`config.mk`:
```
export PLATFORM = sky130hd
export DESIGN_NAME = pfr_port
export DESIGN_NICKNAME = d
export VERILOG_FILES = /design/src/pfr_pkg.sv /design/src/pfr_cycle_div.sv /design/src/pfr_fetch_seq.sv /design/src/pfr_port.sv
export SDC_FILE = /design/constraint.sdc
export NUM_CORES = 1
export LEC_CHECK = 0
export ABC_AREA = 1
export BUFFER_PORTS_ARGS = -buffer_cell sky130_fd_sc_hd__buf_2
export CORE_MARGIN = 2
export CORE_UTILIZATION = 52
export DETAILED_ROUTE_END_ITERATION = 8
export PLACE_DENSITY_LB_ADDON = 0.05
export SLEW_MARGIN = 15
export SYNTH_ARGS = -nofsm -noshare
export SYNTH_HDL_FRONTEND = slang
export SYNTH_SLANG_ARGS = --single-unit
```
`constraint.sdc`:
```
create_clock -name CLK -period 4.6 [get_ports CLK]
set_clock_uncertainty 0.15 [all_clocks]
set_input_delay 0.46 -clock CLK [delete_from_list [all_inputs] [get_ports CLK]]
set_output_delay 0.46 -clock CLK [all_outputs]
set_load 0.01 [all_outputs]
```
`src/pfr_pkg.sv`:
```
// Purpose: shared constants and types for the program flash read port
// Assumes: APB slave with 32-bit data, one register per aligned word
// Notes: instruction cycle is a fixed number of system clocks
package pfr_pkg;

  // Register byte offsets
  localparam logic [7:0] PFR_OFS_CTRL = 8'h00;
  localparam logic [7:0] PFR_OFS_STROBE = 8'h04;
  localparam logic [7:0] PFR_OFS_ADDR_LO = 8'h08;
  localparam logic [7:0] PFR_OFS_ADDR_HI = 8'h0c;
  localparam logic [7:0] PFR_OFS_DATA_LO = 8'h10;
  localparam logic [7:0] PFR_OFS_DATA_HI = 8'h14;

  // Control register fields
  localparam int PFR_CTRL_RD_BIT = 0;
  localparam int PFR_CTRL_WR_BIT = 1;
  localparam int PFR_CTRL_WRITE_ENABLE_BIT_BIT = 2;

  // Implemented widths
  localparam int PFR_ADDR_LO_W = 8;
  localparam int PFR_ADDR_HI_W = 3;
  localparam int PFR_DATA_LO_W = 8;
  localparam int PFR_DATA_HI_W = 6;
  localparam int PFR_ADDR_W = PFR_ADDR_LO_W + PFR_ADDR_HI_W;
  localparam int PFR_WORD_W = PFR_DATA_LO_W + PFR_DATA_HI_W;

  // Reset values
  localparam logic [2:0] PFR_CTRL_RST = 3'h0;
  localparam logic [7:0] PFR_ADDR_LO_RST = 8'h00;
  localparam logic [2:0] PFR_ADDR_HI_RST = 3'h0;
  localparam logic [7:0] PFR_DATA_LO_RST = 8'h00;
  localparam logic [5:0] PFR_DATA_HI_RST = 6'h00;

  // System clocks per instruction cycle
  localparam int PFR_INSTR_DIV = 4;

  // Register selector
  typedef enum logic [2:0] {
    PFR_SEL_CTRL,
    PFR_SEL_STROBE,
    PFR_SEL_ADDR_LO,
    PFR_SEL_ADDR_HI,
    PFR_SEL_DATA_LO,
    PFR_SEL_DATA_HI,
    PFR_SEL_NONE
  } pfr_sel_t;

  // Request toward the flash array
  typedef struct packed {
    logic rd;
    logic [PFR_ADDR_W-1:0] addr;
  } pfr_flash_req_t;

  // Control register contents
  typedef struct packed {
    logic write_enable_bit;
    logic wr;
    logic rd;
  } pfr_ctrl_t;

endpackage

```
`src/pfr_cycle_div.sv`:
```
// Purpose: instruction cycle enable from the system clock
// Assumes: one clock, synchronous reset
// Notes: tick is high in the last clock of every instruction cycle
`timescale 1ns/1ps
module pfr_cycle_div
  import pfr_pkg::*;
#(
  parameter int DIV = PFR_INSTR_DIV
) (
  // Clock and reset
  input wire logic clk,
  input wire logic srst,
  // Cycle boundary pulse
  output logic tick
);

  logic [7:0] cnt_q;
  logic [7:0] cnt_d;

  // Count clocks within one instruction cycle
  always_comb begin
    if (cnt_q == 8'(DIV - 1)) begin
      cnt_d = 8'h00;
    end else begin
      cnt_d = cnt_q + 8'h01;
    end
  end

  always_ff @(posedge clk) begin
    if (srst) begin
      cnt_q <= 8'h00;
    end else begin
      cnt_q <= cnt_d;
    end
  end

  assign tick = (cnt_q == 8'(DIV - 1));

  chk_tick_spacing: assert property (@(posedge clk) disable iff (srst)
    tick |=> !tick) else $error("instruction tick repeated in adjacent clocks");

endmodule

```
`src/pfr_fetch_seq.sv`:
```
// Purpose: sequence one program word fetch over two instruction cycles
// Assumes: tick marks the end of each instruction cycle
// Notes: the first cycle runs the next instruction, the second is stolen
`timescale 1ns/1ps
module pfr_fetch_seq
  import pfr_pkg::*;
(
  // Clock and reset
  input wire logic clk,
  input wire logic srst,
  // Cycle boundary and start request
  input wire logic tick,
  input wire logic start,
  // Sequencer state
  output logic access,
  output logic done
);

  typedef enum logic [1:0] {
    S_IDLE,
    S_FIRST,
    S_ACCESS
  } pfr_seq_state_t;

  pfr_seq_state_t state_q;
  pfr_seq_state_t state_d;

  // Next state: wait until the next tick, then access for one cycle
  always_comb begin
    state_d = state_q;
    case (state_q)
      S_IDLE: begin
        if (start) begin
          state_d = S_FIRST;
        end
      end
      S_FIRST: begin
        if (tick) begin
          state_d = S_ACCESS;
        end
      end
      S_ACCESS: begin
        if (tick) begin
          state_d = S_IDLE;
        end
      end
      default: begin
        state_d = S_IDLE;
      end
    endcase
  end

  always_ff @(posedge clk) begin
    if (srst) begin
      state_q <= S_IDLE;
    end else begin
      state_q <= state_d;
    end
  end

  // Access spans the whole second instruction cycle
  assign access = (state_q == S_ACCESS);
  assign done = access && tick;

  chk_first_then_access: assert property (@(posedge clk) disable iff (srst)
    (state_q == S_FIRST) && tick |=> access) else $error("access did not follow first cycle");
  chk_access_holds: assert property (@(posedge clk) disable iff (srst)
    access && !tick |=> access) else $error("access ended before cycle boundary");
  chk_no_early_access: assert property (@(posedge clk) disable iff (srst)
    (state_q == S_IDLE) && start |=> !access) else $error("access began in first cycle");

endmodule

```
`src/pfr_port.sv`:
```
// Purpose: APB register front end and read path of the program flash
// Assumes: flash answers combinationally on FLASH_DATA for FLASH_REQ.addr
// Notes: zero wait state APB slave; write and erase sequencing not built
`timescale 1ns/1ps
module pfr_port
  import pfr_pkg::*;
#(
  parameter int INSTR_DIV = PFR_INSTR_DIV
) (
  // Clock and reset
  input wire logic CLK,
  input wire logic SRST,
  // APB slave
  input wire logic PSEL,
  input wire logic PENABLE,
  input wire logic PWRITE,
  input wire logic [7:0] PADDR,
  input wire logic [31:0] PWDATA,
  output logic [31:0] PRDATA,
  output logic PREADY,
  output logic PSLVERR,
  // Flash array read port
  output pfr_flash_req_t FLASH_REQ,
  input wire logic [PFR_WORD_W-1:0] FLASH_DATA,
  // Core side status
  output logic CYCLE_TICK,
  output logic DISCARD_INSTR,
  output logic SEQ_STROBE
);

  // Map a byte address to a register
  function automatic pfr_sel_t decode(input logic [7:0] addr);
    case (addr)
      PFR_OFS_CTRL: decode = PFR_SEL_CTRL;
      PFR_OFS_STROBE: decode = PFR_SEL_STROBE;
      PFR_OFS_ADDR_LO: decode = PFR_SEL_ADDR_LO;
      PFR_OFS_ADDR_HI: decode = PFR_SEL_ADDR_HI;
      PFR_OFS_DATA_LO: decode = PFR_SEL_DATA_LO;
      PFR_OFS_DATA_HI: decode = PFR_SEL_DATA_HI;
      default: decode = PFR_SEL_NONE;
    endcase
  endfunction

  pfr_ctrl_t ctrl_q;
  pfr_ctrl_t ctrl_d;
  logic [PFR_ADDR_LO_W-1:0] addr_lo_q;
  logic [PFR_ADDR_LO_W-1:0] addr_lo_d;
  logic [PFR_ADDR_HI_W-1:0] addr_hi_q;
  logic [PFR_ADDR_HI_W-1:0] addr_hi_d;
  logic [PFR_DATA_LO_W-1:0] data_lo_q;
  logic [PFR_DATA_LO_W-1:0] data_lo_d;
  logic [PFR_DATA_HI_W-1:0] data_hi_q;
  logic [PFR_DATA_HI_W-1:0] data_hi_d;
  logic [31:0] rdata_q;
  logic [31:0] rdata_d;
  logic strobe_q;
  logic strobe_d;
  logic tick;
  logic access;
  logic done;
  logic start;
  logic wr_acc;
  logic setup_rd;
  pfr_sel_t wsel;
  pfr_sel_t rsel;

  // Instruction cycle enable
  pfr_cycle_div #(
    .DIV(INSTR_DIV)
  ) u_div (
    .clk(CLK),
    .srst(SRST),
    .tick(tick)
  );

  // Fetch sequencer
  pfr_fetch_seq u_seq (
    .clk(CLK),
    .srst(SRST),
    .tick(tick),
    .start(start),
    .access(access),
    .done(done)
  );

  // Bus phase decode
  assign wr_acc = PSEL && PENABLE && PWRITE;
  assign setup_rd = PSEL && !PENABLE && !PWRITE;
  assign wsel = decode(PADDR);
  assign rsel = decode(PADDR);

  // A fetch starts when software raises the read bit while idle
  assign start = wr_acc && (wsel == PFR_SEL_CTRL) && PWDATA[PFR_CTRL_RD_BIT] && !ctrl_q.rd;

  // Next values of control and address registers
  always_comb begin
    ctrl_d = ctrl_q;
    addr_lo_d = addr_lo_q;
    addr_hi_d = addr_hi_q;
    if (wr_acc) begin
      case (wsel)
        PFR_SEL_CTRL: begin
          ctrl_d.write_enable_bit = PWDATA[PFR_CTRL_WRITE_ENABLE_BIT_BIT];
          ctrl_d.wr = PWDATA[PFR_CTRL_WR_BIT];
          if (PWDATA[PFR_CTRL_RD_BIT]) begin
            ctrl_d.rd = 1'b1;
          end
        end
        PFR_SEL_ADDR_LO: begin
          addr_lo_d = PWDATA[PFR_ADDR_LO_W-1:0];
        end
        PFR_SEL_ADDR_HI: begin
          addr_hi_d = PWDATA[PFR_ADDR_HI_W-1:0];
        end
        default: begin
          ctrl_d = ctrl_q;
        end
      endcase
    end
    // Completion clears the read bit and wins over a software write
    if (done) begin
      ctrl_d.rd = 1'b0;
    end
  end

  // Next values of data holding registers
  always_comb begin
    data_lo_d = data_lo_q;
    data_hi_d = data_hi_q;
    if (wr_acc && (wsel == PFR_SEL_DATA_LO)) begin
      data_lo_d = PWDATA[PFR_DATA_LO_W-1:0];
    end
    if (wr_acc && (wsel == PFR_SEL_DATA_HI)) begin
      data_hi_d = PWDATA[PFR_DATA_HI_W-1:0];
    end
    // Fetched word is latched at the end of the access cycle
    if (done) begin
      data_lo_d = FLASH_DATA[PFR_DATA_LO_W-1:0];
      data_hi_d = FLASH_DATA[PFR_WORD_W-1:PFR_DATA_LO_W];
    end
  end

  // Read data is prepared in the setup phase
  always_comb begin
    rdata_d = rdata_q;
    if (setup_rd) begin
      case (rsel)
        PFR_SEL_CTRL: rdata_d = {29'h0, ctrl_q};
        PFR_SEL_ADDR_LO: rdata_d = {24'h0, addr_lo_q};
        PFR_SEL_ADDR_HI: rdata_d = {29'h0, addr_hi_q};
        PFR_SEL_DATA_LO: rdata_d = {24'h0, data_lo_q};
        PFR_SEL_DATA_HI: rdata_d = {26'h0, data_hi_q};
        default: rdata_d = 32'h0;
      endcase
    end
  end

  // Sequence strobe pulses without storing data
  always_comb begin
    strobe_d = wr_acc && (wsel == PFR_SEL_STROBE);
  end

  // One reset value for every reset source
  always_ff @(posedge CLK) begin
    if (SRST) begin
      ctrl_q <= pfr_ctrl_t'(PFR_CTRL_RST);
      addr_lo_q <= PFR_ADDR_LO_RST;
      addr_hi_q <= PFR_ADDR_HI_RST;
      data_lo_q <= PFR_DATA_LO_RST;
      data_hi_q <= PFR_DATA_HI_RST;
      rdata_q <= 32'h0;
      strobe_q <= 1'b0;
    end else begin
      ctrl_q <= ctrl_d;
      addr_lo_q <= addr_lo_d;
      addr_hi_q <= addr_hi_d;
      data_lo_q <= data_lo_d;
      data_hi_q <= data_hi_d;
      rdata_q <= rdata_d;
      strobe_q <= strobe_d;
    end
  end

  // Bus answer: zero wait, error on unmapped address
  assign PRDATA = rdata_q;
  assign PREADY = 1'b1;
  assign PSLVERR = PSEL && PENABLE && (wsel == PFR_SEL_NONE);

  // Flash and core side outputs
  assign FLASH_REQ.rd = access;
  assign FLASH_REQ.addr = {addr_hi_q, addr_lo_q};
  assign DISCARD_INSTR = access;
  assign CYCLE_TICK = tick;
  assign SEQ_STROBE = strobe_q;

  chk_rd_selfclear: assert property (@(posedge CLK) disable iff (SRST)
    done |=> !ctrl_q.rd) else $error("read bit not cleared after fetch");
  chk_data_load: assert property (@(posedge CLK) disable iff (SRST)
    done |=> {data_hi_q, data_lo_q} == $past(FLASH_DATA)) else $error("fetched word not loaded");
  chk_data_hold: assert property (@(posedge CLK) disable iff (SRST)
    !done && !(wr_acc && (wsel == PFR_SEL_DATA_LO || wsel == PFR_SEL_DATA_HI))
    |=> $stable({data_hi_q, data_lo_q})) else $error("data registers changed without cause");
  chk_unimpl_zero: assert property (@(posedge CLK) disable iff (SRST)
    setup_rd && (rsel == PFR_SEL_ADDR_HI || rsel == PFR_SEL_CTRL)
    |=> PRDATA[31:3] == 29'h0) else $error("unimplemented bits read nonzero");
  chk_strobe_empty: assert property (@(posedge CLK) disable iff (SRST)
    setup_rd && (rsel == PFR_SEL_STROBE) |=> PRDATA == 32'h0) else $error("strobe location returned data");
  chk_reset_values: assert property (@(posedge CLK)
    $past(SRST) |-> (ctrl_q == 3'h0) && (addr_lo_q == 8'h00) && (addr_hi_q == 3'h0)
    && (data_lo_q == 8'h00) && (data_hi_q == 6'h00)) else $error("register not zero after reset");
  chk_rd_pending: assert property (@(posedge CLK) disable iff (SRST)
    access |-> ctrl_q.rd) else $error("access without pending read bit");

endmodule

```
==> results.ini, run 1 <==
[run_status]
status = finished, final reports clean

[floorplan]
dieArea_mm2 = 0.005759
core-area_mm2 = 0.005042
die_h_um = 75.89
ios = 108
die_w_um = 75.89
rows = 26
initial_core_util_pct = 53.30

[pwr]
seq_power_share_pct = 56.0
combPwrFrac_pct = 10.1
total_power_uw = 739.7
p_sw_uw = 198.2
p_leak_nw = 1.366
power.density_mw_per_mm2 = 246.5
p_int_uw = 541.4
clkPwrFrac_pct = 33.9
ir_worst_vdd_uv = 157.4
swShare_pct = 26.80

[timing]
period_needed_ns = 2.453
slew_viol_final = 0
hold_ws_ns = 0.2880
fmax_ghz = 0.4076
rsz0062_at_grt = no
setup_viol_count_final = 0
slew_headroom_pct = 55.81
period_share_pct = 53.33
worst_slew_pin_slew_ns = 0.6622
hold_violations = 0
tns_ns = 0
setup_slack_ns = 2.147

[global_routing]
globalRouteOverflowTotal = 0
antenna_found_initial = 0
grt_pass1_vias = 1925
grt_start_max_net_pins = 25
grt_first_pass_wirelength_um = 9108
grt.total_usage_pct = 20.49

[clocking]
cts_hold_buf = 0
cts_resized = 0
path_clk_slew_ns = 0.09
root_buffer = clkbuf_8
clkLatencyLatePin_ns = 0.30
cts_setup_buffers = 0
clock-sinks = 47
cts_tree = yes
htreeDepth = 2
cts_inserted_buffers = 5
cts_buffer_depth = 2

[finish]
drive_above_1_share_pct = 24.32
stdcell_area_mm2 = 0.003000
diodes = 0
syn_to_final_growth_pct = 11.64
nFillCells = 513
fin_nets = 504
utilization_pct = 59.50
stdcell_count = 514

[synthesis]
syn_inst = 388
ys_types = 33
syn_area_mm2 = 0.002688
ys.flop_type = dfxtp_1
ys_seq_elements = 47
syn_area_per_cell_um2 = 6.927
synth_edf_count = 0
seq_area_frac_synth_pct = 35.01
synth_warnings = 0
async_reset_ff_share_pct = 0

[place]
post_dp_cell_area_mm2 = 0.002912
hpwl_um = 4385
gp_congestion = 0.8426
dp_cells = 506
portBuffers = 58
dp_slack_ns = 1.890

[detailed_routing]
drt_pre_antenna_iters = 4
via_per_inst = 4.755
postRouteWirelength_um = 5748
num_vias = 2444
drt_iter0_drc = 125
wl_per_cell_um = 11.18
route.detailed.drc = 0
ant_nets = 0

[setup_path]
crit_type = in2out
crit_required_ns = 3.99
startpoint_type = input port
arrival_ns = 1.84
end_kind = primary output
rrSetupSlack_ns = 2.32
critPathMaxFanout = 12

[hold_path]
hold_path_class = in2reg

[run]
maxCapViolCount = 0

sequential cells by signal, summed over array words and instances, names as in the netlist:
name	count
u_seq.state_q	2
data_hi_q	6
ctrl_q	3
PRDATA	8
addr_lo_q	8
u_div.cnt_q	8
SEQ_STROBE	1
addr_hi_q	3
data_lo_q	8
power groups by stage:
stage	combinational [mW]	clock (mW)	sequential, mW
2_1_floorplan	0.0641	0	0.423
3_3_place_gp	0.0743	0	0.424
3_5_place_dp	0.0747	0	0.424
4_1_cts	0.0751	0.257	0.414
5_1_grt	0.0859	0.271	0.415
6_report	0.0750	0.251	0.414
kinds of logic after synthesis:
logic type / Yosys count / share of synthesized area [%]
simple gates: 204 / 36.31
buf+inv: 76 / 15.04
compound gates: 55 / 11.78
flops: 47 / 35.01
xor+xnor: 2 / 0.6519
fa+ha+maj: 2 / 0.9309
other cells: 2 / 0.2794
per-layer routing:
layer | wire, um | vias up | GRT usage (%)
met4 | 42 | 0 | 3.509
met5 | 0 | - | 0
met1 | 2787 | 1072 | 30.41
met3 | 285 | 5 | 3.175
met2 | 2632 | 66 | 31.80
li1 | - | 1301 | -
layout by cell type, fill, tap and decap left out, types with 5 or more instances in the layout:
cell and n:
nand2_1 89, buf_2 58, nor2_1 53, dfxtp_1 47
inv_1 32, conb_1 25, nand3_1 23, a21oi_1 23
o21ai_1 18, nor2_2 13, inv_2 10, nand4_1 8
o21ai_0 8, nor2_4 5, clkbuf_8 5
final timing paths:
| kind | from | endpoint | depth (start not counted) |
|---|---|---|---|
| max reg2reg | u_div.cnt_q[0] | data_lo_q[5] | 9 |
| max | PADDR[1] | PSLVERR | 9 |
| min reg2reg | u_div.cnt_q[0] | u_div.cnt_q[0] | 1 |
| min | PWDATA[4] | addr_lo_q[4] | 3 |
synth_stat cells, types with 2 or more instances:
| cell | instances | share of area (%) |
|---|---|---|
| clkbuf_1 | 4 | 0.56 |
| nand2_4 | 2 | 0.84 |
| nor3_1 | 3 | 0.56 |
| nor2_2 | 13 | 3.0 |
| inv_2 | 10 | 1.4 |
| nand2_1 | 89 | 12 |
| nor2_4 | 5 | 2.1 |
| nand3_1 | 23 | 4.3 |
| a21oi_1 | 23 | 4.3 |
| nand2_2 | 2 | 0.47 |
| o21ai_0 | 8 | 1.5 |
| o21ai_1 | 18 | 3.4 |
| buf_4 | 26 | 7.3 |
| nand4_4 | 2 | 1.6 |
| dfxtp_1 | 47 | 35 |
| conb_1 | 2 | 0.28 |
| o21ai_4 | 2 | 1.2 |
| buf_2 | 2 | 0.37 |
| ha_1 | 2 | 0.93 |
| nor2_1 | 53 | 7.4 |
| nand4_1 | 8 | 1.9 |
| inv_1 | 32 | 4.5 |
| xor2_1 | 2 | 0.65 |
worst max-delay path, stage by stage:
cell	delay, ns
buf_2	0.12
nor2_4	0.17
nand2_1	0.11
nor2_4	0.19
inv_2	0.14
ha_1	0.25
nand3_4	0.20
nor2_1	0.06
buf_2	0.14
final cells by class:
| class | count | area [um2] | area share (%) |
|---|---|---|---|
| Sequential cell | 47 | 940.9 | 31.36 |
| Clock inverter | 3 | 20.02 | 0.6672 |
| Multi-Input combinational cell | 288 | 1429 | 47.62 |
| Timing Repair Buffer | 58 | 290.3 | 9.675 |
| Clock buffer | 5 | 68.82 | 2.294 |
| Inverter | 43 | 163.9 | 5.463 |
| Tap cell | 70 | 87.58 | 2.919 |
Power figures use the tool's default switching activity.
==> run 2: changes to the inputs <==
Settings changed: CORE_UTILIZATION 52 to 49.
Clock period 4.6 ns to 2.5 ns, I/O delays scaled along.
==> results.ini, run 2 (same netlist as run 1, synthesis figures left out) <==
[detailed_routing]
num_vias = 2510  ; was 2444
route.detailed.drc = 0  ; unchanged
ant_nets = 0  ; unchanged
drt_pre_antenna_iters = 4  ; unchanged
wl_per_cell_um = 11.56  ; was 11.18 um
postRouteWirelength_um = 6002  ; was 5748 um
drt_iter0_drc = 137  ; was 125
via_per_inst = 4.836  ; was 4.755

[setup_path]
crit_type = in2out  ; unchanged
end_kind = primary output  ; unchanged
crit_required_ns = 2.10  ; was 3.99 ns
startpoint_type = input port  ; unchanged
arrival_ns = 1.61  ; was 1.84 ns
critPathMaxFanout = 7  ; was 12

[timing]
slew_headroom_pct = 54.46  ; was 55.81%
hold_violations = 0  ; unchanged
setup_viol_count_final = 0  ; unchanged
hold_ws_ns = 0.07840  ; was 0.2880 ns
period_needed_ns = 2.014
slew_viol_final = 0  ; unchanged
tns_ns = 0  ; unchanged
rsz0062_at_grt = no  ; unchanged
fmax_ghz = 0.4965
period_share_pct = 80.57
worst_slew_pin_slew_ns = 0.6823  ; was 0.6622 ns

[clocking]
cts_hold_buf = 0  ; unchanged
path_clk_slew_ns = 0.09  ; about the same
cts_buffer_depth = 2  ; unchanged
cts_tree = yes  ; unchanged
root_buffer = clkbuf_8  ; unchanged
clkLatencyLatePin_ns = 0.30  ; about the same
cts_inserted_buffers = 5  ; unchanged
htreeDepth = 2  ; unchanged
cts_setup_buffers = 0  ; unchanged
clock-sinks = 47  ; unchanged
cts_resized = 0  ; unchanged

[global_routing]
grt_first_pass_wirelength_um = 9673  ; was 9108 um
grt_start_max_net_pins = 25  ; unchanged
grt.total_usage_pct = 19.71  ; was 20.49%
antenna_found_initial = 0  ; unchanged
grt_pass1_vias = 2081  ; was 1925
globalRouteOverflowTotal = 0  ; unchanged

[place]
post_dp_cell_area_mm2 = 0.002949  ; was 0.002912 mm2
gp_congestion = 0.8058  ; was 0.8426
hpwl_um = 4566  ; was 4385 um
portBuffers = 58  ; unchanged

[floorplan]
die_w_um = 78.06  ; was 75.89 um
rows = 26  ; unchanged
ios = 108  ; unchanged
die_h_um = 78.06  ; was 75.89 um
core-area_mm2 = 0.005205  ; was 0.005042 mm2
initial_core_util_pct = 51.63  ; was 53.30%
dieArea_mm2 = 0.006093  ; was 0.005759 mm2

[run_status]
status = finished, final reports clean  ; unchanged

[finish]
regArea_um2 = 940.9  ; unchanged
multi_input_comb_area_mm2 = 0.001429  ; unchanged
fin_nets = 509  ; was 504
stdcell_area_mm2 = 0.003062  ; was 0.003000 mm2
drive_above_1_share_pct = 25.17  ; was 24.32%
nFillCells = 556  ; was 513
mostFrequentLayoutCells = nand2_1, buf_2, nor2_1, dfxtp_1, inv_1  ; unchanged
syn_to_final_growth_pct = 13.92  ; was 11.64%
diodes = 0  ; unchanged
final_common_cell = nand2_1  ; unchanged

[hold_path]
hold_path_class = in2reg  ; unchanged

[run]
maxCapViolCount = 0  ; unchanged

[pwr]
ir_worst_vdd_uv = 352.3  ; was 157.4 uV
power.density_mw_per_mm2 = 478.5  ; was 246.5 mW/mm2
p_leak_nw = 1.407  ; was 1.366 nW
total_power_mw = 1.465  ; was 739.7 uW

==> run 2: cell types whose count changed in the layout (fill, tap and decap cells not counted), sizes merged <==
cell	before	now
buf	58	63
bufinv	0	1
clkinv	1	2
clkinvlp	2	0
==> run 2: per-layer routing <==
| layer | track usage, % | routed length (um) | share of wire (%) | up-vias |
|---|---|---|---|---|
| li1 | - | - | - | 1303 |
| met1 | 27.12 | 2935 | 49 | 1124 |
| met2 | 31.12 | 2673 | 45 | 70 |
| met3 | 3.793 | 300 | 5.0 | 13 |
| met4 | 6.667 | 93 | 1.5 | 0 |
| met5 | 0 | 0 | 0 | - |
==> run 2: critical path, stage by stage <==
cell     delay, ns
buf_2         0.12
nor2_4        0.17
nand2_1       0.11
nor2_4        0.19
inv_2         0.06
ha_1          0.22
nand3_4       0.14
buf_4         0.18
nor2_1        0.04
buf_2         0.13
==> run 2: area by class of cell <==
type,count,area share (%)
well taps,70,2.861
repair buffers,63,10.71
multi-input cells,288,46.67
flip-flops and latches,47,30.73
inverters,43,5.353
clock buffers,5,2.248
clock inverters,3,1.430
==> run 2: where the power goes <==
group / switching, mW / internal [mW]
clock network: 0.264 / 0.298
registers: 0.00524 / 0.757
logic: 0.0954 / 0.0462
total: 0.364 / 1.10
==> run 2: path summary, 6_finish.rpt <==
path / start / to / slack [ns] / cells after the start
worst max-delay path: PADDR[1] / PSLVERR / 0.49 / 10
worst min-delay path: PWDATA[5] / addr_lo_q[5] / 0.08 / 3
worst max register to register: u_div.cnt_q[0] / data_lo_q[2] / 0.62 / 9
worst min register to register: u_div.cnt_q[0] / u_div.cnt_q[0] / 0.30 / 1
==> run 2: through the flow <==
stage          utilization (%)  cells  setup slack, ns
6_report                 58.82    519           0.4858
3_5_place_dp             56.66    511           0.1740
3_3_place_gp             56.66    511           0.2110
4_1_cts                  58.82    519           0.4647
2_1_floorplan                -    411           0.4158
5_1_grt                  58.82    519           0.3500
